$ cat config.mk
export PLATFORM = sky130hd
export DESIGN_NAME = ddp_pins
export DESIGN_NICKNAME = d
export VERILOG_FILES = /design/src/core/ddp_pkg.sv /design/src/core/ddp_pins.sv
export SDC_FILE = /design/constraint.sdc
export NUM_CORES = 1
export LEC_CHECK = 0
export BUFFER_PORTS_ARGS = -buffer_cell sky130_fd_sc_hd__buf_2
export CAP_MARGIN = 25
export CORE_MARGIN = 5
export CORE_UTILIZATION = 53
export DETAILED_ROUTE_END_ITERATION = 12
export PLACE_DENSITY = 0.76
export SYNTH_ARGS = -nofsm -noshare
export SYNTH_HDL_FRONTEND = slang
export SYNTH_SLANG_ARGS = --single-unit
$ cat constraint.sdc
create_clock -name sys_clk -period 5.5 [get_ports sys_clk]
set_input_delay 1.1 -clock sys_clk [delete_from_list [all_inputs] [get_ports sys_clk]]
set_output_delay 1.1 -clock sys_clk [all_outputs]
set_load 0.1 [all_outputs]
$ cat src/core/ddp_pkg.sv
package ddp_pkg;

  // ---------------------------------------------------------------
  // organisation and timing
  // ---------------------------------------------------------------
  localparam int DQ_W = 16;
  localparam logic [1:0] ORG_X4 = 2'h0;
  localparam logic [1:0] ORG_X8 = 2'h1;
  localparam logic [1:0] ORG_X16 = 2'h2;
  localparam int SYS_CLK_NS = 40;
  localparam int RD_HALF_NS = 160;
  localparam int RD_HALF_CYC =
    (RD_HALF_NS / SYS_CLK_NS) < 1 ? 1 : RD_HALF_NS / SYS_CLK_NS;
  localparam logic [2:0] RD_HALF_LAST = 3'(RD_HALF_CYC - 1);

  // ---------------------------------------------------------------
  // reset values
  // ---------------------------------------------------------------
  localparam logic [1:0] SYNC_RST = 2'h0;
  localparam logic [3:0] CMD_RST = 4'hF;
  localparam logic [15:0] DQ_RST = 16'h0000;

  // ---------------------------------------------------------------
  // carriers
  // ---------------------------------------------------------------
  typedef struct packed {
    logic csN;
    logic rasN;
    logic casN;
    logic weN;
  } ddp_cmd_t;

  typedef struct packed {
    logic [15:0] data;
    logic [1:0] byteStore;
  } ddp_beat_t;

endpackage

$ cat src/core/ddp_pins.sv
`timescale 1ns/10ps
// Contract
// RQ1 - command decoder enabled when chip select registered low, else off
// RQ2 - chip select registered high masks every command that cycle
// RQ3 - chip select, row, column and write strobes form one command code
// RQ4 - controller uses one chip select per rank in multi-rank systems
// RQ5 - write beat not stored when its data mask is sampled high
// RQ6 - data mask sampled on both strobe edges like write data
// RQ7 - x16: lower mask covers lower byte, upper mask the upper byte
// RQ8 - termination on when termination pin registered high, off when low
// RQ9 - termination only on active data, mask and strobe pins
// RQ10 - termination pin ignored when termination disabled by mode load
// RQ11 - data bus width is 16, 8 or 4 lines by organisation
// RQ12 - strobe driven by device on reads, released otherwise
// RQ13 - read strobe edges aligned to data transitions
// RQ14 - complementary strobe used only in differential strobe mode
// RQ15 - x16: lower strobe times only the lower byte
// RQ16 - command and control sampled at rising clock crossing
// RQ17 - x16: upper strobe times the upper byte the same way
// RQ18 - controller holds chip select high when issuing no command
module ddp_pins
  import ddp_pkg::*;
(
  // clock and reset
  input wire logic sys_clk,
  input wire logic nrst,
  // mode settings
  input wire logic [1:0] orgSel,
  input wire logic termEnable,
  input wire logic diffStrobe,
  // clock and command pins
  input wire logic ck,
  input wire logic ckN,
  input wire ddp_cmd_t cmdPins,
  input wire logic odt,
  // data pins
  input wire logic [15:0] dqIn,
  output logic [15:0] dqOut,
  output logic [15:0] dqOe,
  input wire logic [1:0] dmIn,
  // strobe pins, index 0 lower byte, 1 upper byte
  input wire logic [1:0] dqsIn,
  output logic [1:0] dqsOut,
  output logic [1:0] dqsOe,
  input wire logic [1:0] dqsNIn,
  output logic [1:0] dqsNOut,
  output logic [1:0] dqsNOe,
  // termination state
  output logic [15:0] termDq,
  output logic [1:0] termDm,
  output logic [1:0] termDqs,
  // decoded commands
  output logic cmdValid,
  output ddp_cmd_t cmdCode,
  // write beats toward the array
  output logic wrValid,
  output ddp_beat_t wrBeat,
  input wire logic wrReady,
  output logic wrOverrun,
  // read beats from the array
  input wire logic rdValid,
  input wire logic [15:0] rdData,
  output logic rdReady
);

  // ---------------------------------------------------------------
  // decoding
  // ---------------------------------------------------------------
  function automatic logic [15:0] laneMask(input logic [1:0] org);
    unique case (org)
      ORG_X4: laneMask = 16'h000F;
      ORG_X8: laneMask = 16'h00FF;
      ORG_X16: laneMask = 16'hFFFF;
      default: laneMask = 16'h00FF;
    endcase
  endfunction

  function automatic logic [1:0] byteMask(input logic [1:0] org);
    byteMask = (org == ORG_X16) ? 2'h3 : 2'h1;
  endfunction

  // ---------------------------------------------------------------
  // reset release
  // ---------------------------------------------------------------
  logic [1:0] rstSync;
  logic rstN;
  always_ff @(posedge sys_clk or negedge nrst) begin
    if (!nrst) begin
      rstSync <= SYNC_RST;
    end else begin
      rstSync <= {rstSync[0], 1'b1};
    end
  end
  assign rstN = rstSync[1];

  // ---------------------------------------------------------------
  // pin synchronisers
  // ---------------------------------------------------------------
  localparam int PIN_W = 2 + 4 + 1 + 16 + 2 + 2 + 2;
  logic [PIN_W-1:0] pinRaw;
  logic [PIN_W-1:0] pinMeta;
  logic [PIN_W-1:0] pinSync;
  assign pinRaw = {ck, ckN, cmdPins, odt, dqIn, dmIn, dqsIn, dqsNIn};
  always_ff @(posedge sys_clk or negedge rstN) begin
    if (!rstN) begin
      pinMeta <= '0;
      pinSync <= '0;
    end else begin
      pinMeta <= pinRaw;
      pinSync <= pinMeta;
    end
  end

  logic ckS;
  logic ckNS;
  ddp_cmd_t cmdS;
  logic odtS;
  logic [15:0] dqS;
  logic [1:0] dmS;
  logic [1:0] dqsS;
  logic [1:0] dqsNS;
  assign {ckS, ckNS, cmdS, odtS, dqS, dmS, dqsS, dqsNS} = pinSync;

  // ---------------------------------------------------------------
  // clock crossing and command decode
  // ---------------------------------------------------------------
  logic ckHigh;
  logic ckRise;
  assign ckRise = ckS && !ckNS && !ckHigh; // see RQ16
  always_ff @(posedge sys_clk or negedge rstN) begin
    if (!rstN) begin
      ckHigh <= 1'b0;
    end else begin
      ckHigh <= ckS && !ckNS;
    end
  end

  always_ff @(posedge sys_clk or negedge rstN) begin
    if (!rstN) begin
      cmdValid <= 1'b0;
      cmdCode <= CMD_RST;
    end else begin
      // all four strobes kept together as one code
      cmdValid <= ckRise && !cmdS.csN; // see RQ1, RQ2
      if (ckRise && !cmdS.csN) begin
        cmdCode <= cmdS; // see RQ3
      end
    end
  end

  // ---------------------------------------------------------------
  // on-die termination
  // ---------------------------------------------------------------
  logic odtReg;
  always_ff @(posedge sys_clk or negedge rstN) begin
    if (!rstN) begin
      odtReg <= 1'b0;
    end else if (ckRise) begin
      odtReg <= odtS; // see RQ8, RQ16
    end
  end

  // command and address inputs have no termination at all
  always_ff @(posedge sys_clk or negedge rstN) begin
    if (!rstN) begin
      termDq <= DQ_RST;
      termDm <= 2'h0;
      termDqs <= 2'h0;
    end else if (odtReg && termEnable) begin // see RQ10
      termDq <= laneMask(orgSel); // see RQ9
      termDm <= byteMask(orgSel); // see RQ9
      termDqs <= byteMask(orgSel); // see RQ9
    end else begin
      termDq <= DQ_RST;
      termDm <= 2'h0;
      termDqs <= 2'h0;
    end
  end

  // ---------------------------------------------------------------
  // write capture, one lane per byte strobe
  // ---------------------------------------------------------------
  logic reading;
  logic [2:0] readTail;
  logic [1:0] strobeLvl;
  logic [1:0] strobePrev;
  logic [1:0] strobeEdge;
  logic [1:0] laneSeen;
  logic [15:0] capData;
  logic [1:0] capStore;
  logic [1:0] needLanes;
  logic pushBeat;

  assign needLanes = byteMask(orgSel);

  genvar g;
  generate
    for (g = 0; g < 2; g++) begin : gLane
      // differential mode requires the complement to disagree
      assign strobeLvl[g] = diffStrobe ? (dqsS[g] && !dqsNS[g])
                                       : dqsS[g]; // see RQ14
      // read levels still drain through the synchronisers after the turn
      assign strobeEdge[g] = (strobeLvl[g] != strobePrev[g]) && !reading &&
                             readTail == 3'h0 && needLanes[g]; // see RQ12
      always_ff @(posedge sys_clk or negedge rstN) begin
        if (!rstN) begin
          strobePrev[g] <= 1'b0;
          laneSeen[g] <= 1'b0;
          capData[8*g +: 8] <= 8'h00;
          capStore[g] <= 1'b0;
        end else begin
          strobePrev[g] <= strobeLvl[g];
          // both edges take data and mask alike
          if (strobeEdge[g]) begin // see RQ6, RQ15, RQ17
            capData[8*g +: 8] <= dqS[8*g +: 8];
            capStore[g] <= !dmS[g]; // see RQ5, RQ7
          end
          if (pushBeat) begin
            laneSeen[g] <= 1'b0;
          end else if (strobeEdge[g]) begin
            laneSeen[g] <= 1'b1;
          end
        end
      end
    end
  endgenerate

  assign pushBeat = (laneSeen == needLanes);

  // ---------------------------------------------------------------
  // two-entry buffer toward the array
  // ---------------------------------------------------------------
  // the controller cannot be stalled, so a full buffer is only flagged
  ddp_beat_t inBeat;
  ddp_beat_t spareBeat;
  logic spareValid;
  logic bufReady;
  assign bufReady = !spareValid || !wrValid || wrReady;
  assign inBeat.data = capData & laneMask(orgSel); // see RQ11
  assign inBeat.byteStore = capStore & needLanes;

  always_ff @(posedge sys_clk or negedge rstN) begin
    if (!rstN) begin
      wrValid <= 1'b0;
      wrBeat <= '0;
      spareValid <= 1'b0;
      spareBeat <= '0;
    end else begin
      if (!wrValid || wrReady) begin
        wrValid <= spareValid || (pushBeat && bufReady);
        if (spareValid) begin
          wrBeat <= spareBeat;
        end else if (pushBeat) begin
          wrBeat <= inBeat;
        end
        if (spareValid && pushBeat) begin
          spareBeat <= inBeat;
        end else begin
          spareValid <= 1'b0;
        end
      end else if (pushBeat && bufReady) begin
        spareValid <= 1'b1;
        spareBeat <= inBeat;
      end
    end
  end

  always_ff @(posedge sys_clk or negedge rstN) begin
    if (!rstN) begin
      wrOverrun <= 1'b0;
    end else if (pushBeat && !bufReady) begin
      wrOverrun <= 1'b1;
    end
  end

  // ---------------------------------------------------------------
  // read drive, one beat per half clock period
  // ---------------------------------------------------------------
  typedef enum logic [1:0] {RD_IDLE, RD_BEAT, RD_LAST} ddp_rd_t;
  ddp_rd_t rdState;
  logic [2:0] halfCnt;
  logic halfDone;
  logic takeBeat;
  assign halfDone = (halfCnt == RD_HALF_LAST);
  assign takeBeat = rdReady && rdValid;
  assign reading = (rdState != RD_IDLE);

  always_ff @(posedge sys_clk or negedge rstN) begin
    if (!rstN) begin
      rdState <= RD_IDLE;
      halfCnt <= 3'h0;
      rdReady <= 1'b0;
      readTail <= 3'h0;
    end else begin
      rdReady <= 1'b0;
      readTail <= {readTail[1:0], reading};
      halfCnt <= (halfDone || rdState == RD_IDLE) ? 3'h0 : halfCnt + 3'h1;
      unique case (rdState)
        RD_IDLE: begin
          if (rdValid) begin
            rdState <= RD_BEAT;
            rdReady <= 1'b1;
          end
        end
        RD_BEAT: begin
          if (halfDone) begin
            rdState <= rdValid ? RD_BEAT : RD_LAST;
            rdReady <= rdValid;
          end
        end
        RD_LAST: begin
          if (halfDone) begin
            rdState <= RD_IDLE;
          end
        end
      endcase
    end
  end

  // data and strobe change on the same edge
  always_ff @(posedge sys_clk or negedge rstN) begin
    if (!rstN) begin
      dqOut <= DQ_RST;
      dqsOut <= 2'h0;
    end else if (takeBeat) begin
      dqOut <= rdData & laneMask(orgSel); // see RQ13
      dqsOut <= ~dqsOut & byteMask(orgSel); // see RQ13, RQ15, RQ17
    end else if (rdState == RD_IDLE) begin
      dqsOut <= 2'h0;
    end
  end

  always_ff @(posedge sys_clk or negedge rstN) begin
    if (!rstN) begin
      dqOe <= DQ_RST;
      dqsOe <= 2'h0;
      dqsNOe <= 2'h0;
      dqsNOut <= 2'h3;
    end else begin
      dqOe <= (takeBeat || (reading && !(rdState == RD_LAST && halfDone)))
              ? laneMask(orgSel) : DQ_RST; // see RQ11, RQ12
      dqsOe <= (takeBeat || (reading && !(rdState == RD_LAST && halfDone)))
               ? byteMask(orgSel) : 2'h0; // see RQ12
      dqsNOe <= (diffStrobe && (takeBeat ||
                 (reading && !(rdState == RD_LAST && halfDone))))
                ? byteMask(orgSel) : 2'h0; // see RQ14
      dqsNOut <= takeBeat ? ~(~dqsOut & byteMask(orgSel)) : ~dqsOut;
    end
  end

endmodule

; Yosys cells after proc, flatten, opt, wreduce, memory -nomap -nowiden
; Index checks and enable logic that the tools add are counted.
[totals]
ff_bits = 195
in_bits = 53
out_inout_bits = 86
[op_classes]
addsub = 1
eq_ne = 12
muxes = 34
bitwise = 6
reduce_logical = 50
[ops]
columns = operator, n
row1 = $mux W18, 5
row2 = $mux W16, 3
row3 = $and A16 B16 Y16, 2
row4 = $pmux W16 S2, 1
row5 = $mux W2, 11
row6 = $logic_and A1 B1 Y1, 19
row7 = $logic_not A1 Y1, 12
row8 = $reduce_bool A2 Y1, 6
row9 = $mux W1, 11
row10 = $ne A2 B2 Y1 const B, 4
row11 = $logic_or A1 B1 Y1, 6
row12 = $pmux W2 S3, 1
row13 = $reduce_and A2 Y1, 3
row14 = $and A2 B2 Y2, 2
row15 = $eq A2 B2 Y1 const B, 2
row16 = $logic_not A2 Y1, 2
row17 = $not A2 Y2, 2
row18 = $add A3 B1 Y3 const B, 1
row19 = $eq A3 B2 Y1 const B, 1
row20 = $logic_not A3 Y1, 1
row21 = $mux W3, 1
row22 = $reduce_and A3 Y1, 1
row23 = $eq A2 B1 Y1 const B, 1
row24 = $eq A2 B2 Y1, 1
row25 = 3 further kinds, 4

; Logic depth before layout (Yosys ltp)
[depth]
ltp_word = 9
mapped_depth = 6
depth_no_buf = 6

; Least setup slack after synthesis
; No wires, ideal clock.
[synth_timing]
kind = flip-flop to output port
startpoint = register, netlist name dqOe[14]
endpoint = output dqOe[10]
arrival_ps = 1424
setup_slack_ps = 2976
stages_incl_launch_ff = 2
path_buffers = 1
cell_sequence = dfrtp_1 -> buf_4
[synth_rtl]
columns = item, line_no
row1 = to (decl), ddp_pins.sv:39  ; output logic [15:0] dqOe,

; Final worst setup path
[layout_timing]
startpoint = input rdValid
endpoint = register dqsNOe[1]
[layout_between]
elab_chain_len = 4
[layout_rtl]
columns = item, line_no
row1 = from (decl), ddp_pins.sv:61  ; input wire logic rdValid,
row2 = $logic_and A1 B1 Y1, ddp_pins.sv:285  ; assign takeBeat = rdReady && rdValid;
row3 = net takeBeat, ddp_pins.sv:283  ; logic takeBeat;
row4 = $logic_or A1 B1 Y1, ddp_pins.sv:344  ; dqsNOe <= (diffStrobe && (takeBeat ||
row5 = $logic_and A1 B1 Y1, ddp_pins.sv:344
row6 = $mux W2, ddp_pins.sv:346  ; ? byteMask(orgSel) : 2'h0;
row7 = to (signal assigned), ddp_pins.sv:344
row8 = to (decl), ddp_pins.sv:47  ; output logic [1:0] dqsNOe,
; The timed path passes the listed nets, and every way through them passes these cells.
; A chain may end at the register's enable or synchronous reset.

==> results.txt <==
CTS tree: yes
Int Pwr: 2.43 mW
# hold bufs at CTS: 0
Final worst slack: 2.80 ns
Post-Route Skew: 0.00600 ns
Seq. cell area: 4190 sq um
Core area: 11400 sq um
CP Launch Type: primary input
Compound-Gate Fraction of Synth Area: 8.59%
Commonest non-fill, non-tap cells in the layout: dfrtp_1, buf_2, nand2_1
Pwr Density: 621 nW/um^2
Synth cell types: 44
IO buf count: 138
Synth Instances: 439
Final setup violation count: 0
Endpoint type of the worst setup path: flip-flop
Clk root buf: clkbuf_16
Antenna Nets Post-Route: 0
Placement Setup Slack: 2.37 ns
Starting density of the core: 54.0%
Clock-pin slew on the worst setup and hold paths: 0.06 ns
Seq pwr share: 34.1%
Area grow syn2layout: 19.3%
Simple-Gate Fraction of Synth Area: 6.93%
Synth warn: 0
Number of setup buffers added after CTS: 0
Clock network fraction of design power: 25.4%
# rows: 39
Worst reg-to-reg setup slack: 3.21 ns
Crit path time final: 2.70 ns
Avg WL per Cell: 16.0 um
RSZ-0062 raised after global routing: false
WP data required: 5.81 ns
Pleak: 3.62 nW
Switching Share: 46.4%
Sequential area share after synthesis: 68.2%
Max Buffers Root-to-Sink: 2
Non-Filler Instances: 710
Final hold slack: 0.347 ns
Total GRT Usage: 17.4%
Detailed Place HPWL: 7970 um
Final Cycle Share: 49.1%
Placed instance count: 677
Critical path peak fanout: 22
Proportion of synthesized area in mux cells: 8.75%
Die W: 118 um
Post-cts repair resize count: 0
Slew margin rel.: 45.4%
GRT overflow: 0
Final Wtd Congestion: 0.804
I/O pin total: 139
Fillers: 833
Antenna violations before repair: 0
Layout cell share with drive strength beyond 1: 41.3%
Arrival time worst endpoint: 3.01 ns
Die area: 13800 sq um
Final layout net count: 611
Largest net degree at the start of global routing: 68
Initial DRT Pass Iterations: 5
H-tree Lvls: 4
Slew @ Worst Pin: 0.817 ns
FF+latch count, synth: 167
Routed vias/inst: 5.10
Outcome: completed
Final wirelength: 11400 um
Worst-Skew Late Latency: 0.42 ns
Adder-Cell Fraction of Synth Area: 0.979%
EDFF count, synth: 0
Synth Area in XOR/XNOR: 0.816%
Die height: 118 um
Mapped Avg Cell Area: 14.0 sq um
Most common cell after layout, fill and taps aside: dfrtp_1
Primary FF master, synth: dfrtp_1
Max Fclk: 370 MHz
Clk sinks: 167
Mapped cell area: 6130 sq um
Peak VDD IR: 0.610 mV
Diodes inserted: 0
CTS Buf Count: 17
CP Class: in -> reg
Endpoints failing hold: 0
Total negative setup slack: 0 ns
Psw: 2.11 mW
Max-capacitance violation count: 0
Largest family of logic cells by synthesized area: multiplexers
Vias in the first global route: 3792
Vias: 3622
Min-Delay Path Class: reg -> reg
Area occupied by multi-input gates: 1600 sq um
Syn_nets: 496
DRT iter0 DRCs: 242
Logic gate share of total power: 40.6%
DRC errors left: 0
First-pass GRT wire length: 19300 um
Max Slew Vio Count: 0
Async S/R FF share, synth: 100%
-- final cells by class --
class | count | area share (%)
flip-flops and latches | 167 | 57.3
multi-input cells | 218 | 21.9
repair buffers | 142 | 9.95
clock buffers | 23 | 6.67
well taps | 143 | 2.45
clock inverters | 9 | 1.33
inverters | 8 | 0.410
-- kinds of logic after synthesis --
kind of cell	Yosys count
buf+inv	54
mux	45
xor+xnor	4
flops	167
fa+ha+maj	5
other cells	1
compound gates	74
simple gates	89
-- metrics by stage --
stage	total power [mW]	util [%]	cell area, sq um
floorplan	3.17	-	6130
global route	4.72	64.3	7320
CTS	4.59	64.2	7300
finish	4.54	64.3	7320
global placement	3.39	59.1	6720
detailed placement	3.42	59.1	6720
-- cells in the mapped netlist, types with 4 or more instances --
cell,n,share of area (%)
nand2_1,40,2.4
inv_1,7,0.43
o221a_2,5,0.92
mux2_2,28,5.1
a22o_1,12,1.7
buf_2,5,0.41
o31ai_1,15,1.8
clkbuf_1,8,0.49
dfstp_2,6,2.6
mux2i_1,6,0.98
dfrtp_1,161,66
mux2_4,10,2.4
buf_4,30,3.7
nor3_1,10,0.82
nor2_1,17,1.0
nand2b_1,4,0.41
o21ai_0,32,2.6
ha_1,4,0.82
nor2b_1,7,0.71
-- state kept, by name, indices dropped and copies added, names as in the netlist, 2 cells and up --
register / cells
dqOe: 2
capData: 16
capStore: 2
pinMeta: 29
halfCnt: 3
dqOut: 16
dqsNOe: 2
laneSeen: 2
rdState: 2
dqsOe: 2
dqsOut: 2
strobePrev: 2
termDqs: 2
pinSync: 29
cmdCode: 4
rstSync: 2
dqsNOut: 2
wrBeat: 18
readTail: 3
termDq: 2
spareBeat: 18
-- layer usage --
layer / wire length, um / track usage, %
met5: 0 / 0
met2: 5640 / 26.9
met3: 690 / 6.15
met4: 223 / 6.59
met1: 4830 / 22.7
-- power by group through the flow --
stage	clock (mW)	combinational, mW	sequential [mW]
after detailed placement	0	1.85	1.57
after global routing	1.24	1.90	1.58
after floorplan	0	0.571	2.60
final	1.15	1.84	1.55
after CTS	1.18	1.85	1.55
after global placement	0	1.83	1.56
-- worst paths after layout --
path,from,end,cells after the start
max reg2reg,rdReady,dqsNOe[1],5
max in group asynchronous,rstSync[1],pinSync[7],1
max,rdValid,dqsNOe[1],6
min reg2reg,pinMeta[28],pinSync[28],0
min in group asynchronous,rstSync[1],pinMeta[18],0
min,pinMeta[28],pinSync[28],0
-- critical path, cell delays in order --
cell and delay, ns:
buf_2 0.12, nand2_1 0.52, clkinv_1 0.40, nor3_1 0.55
nor2_1 0.13, and2_1 0.18
Power figures use the tool's default switching activity.
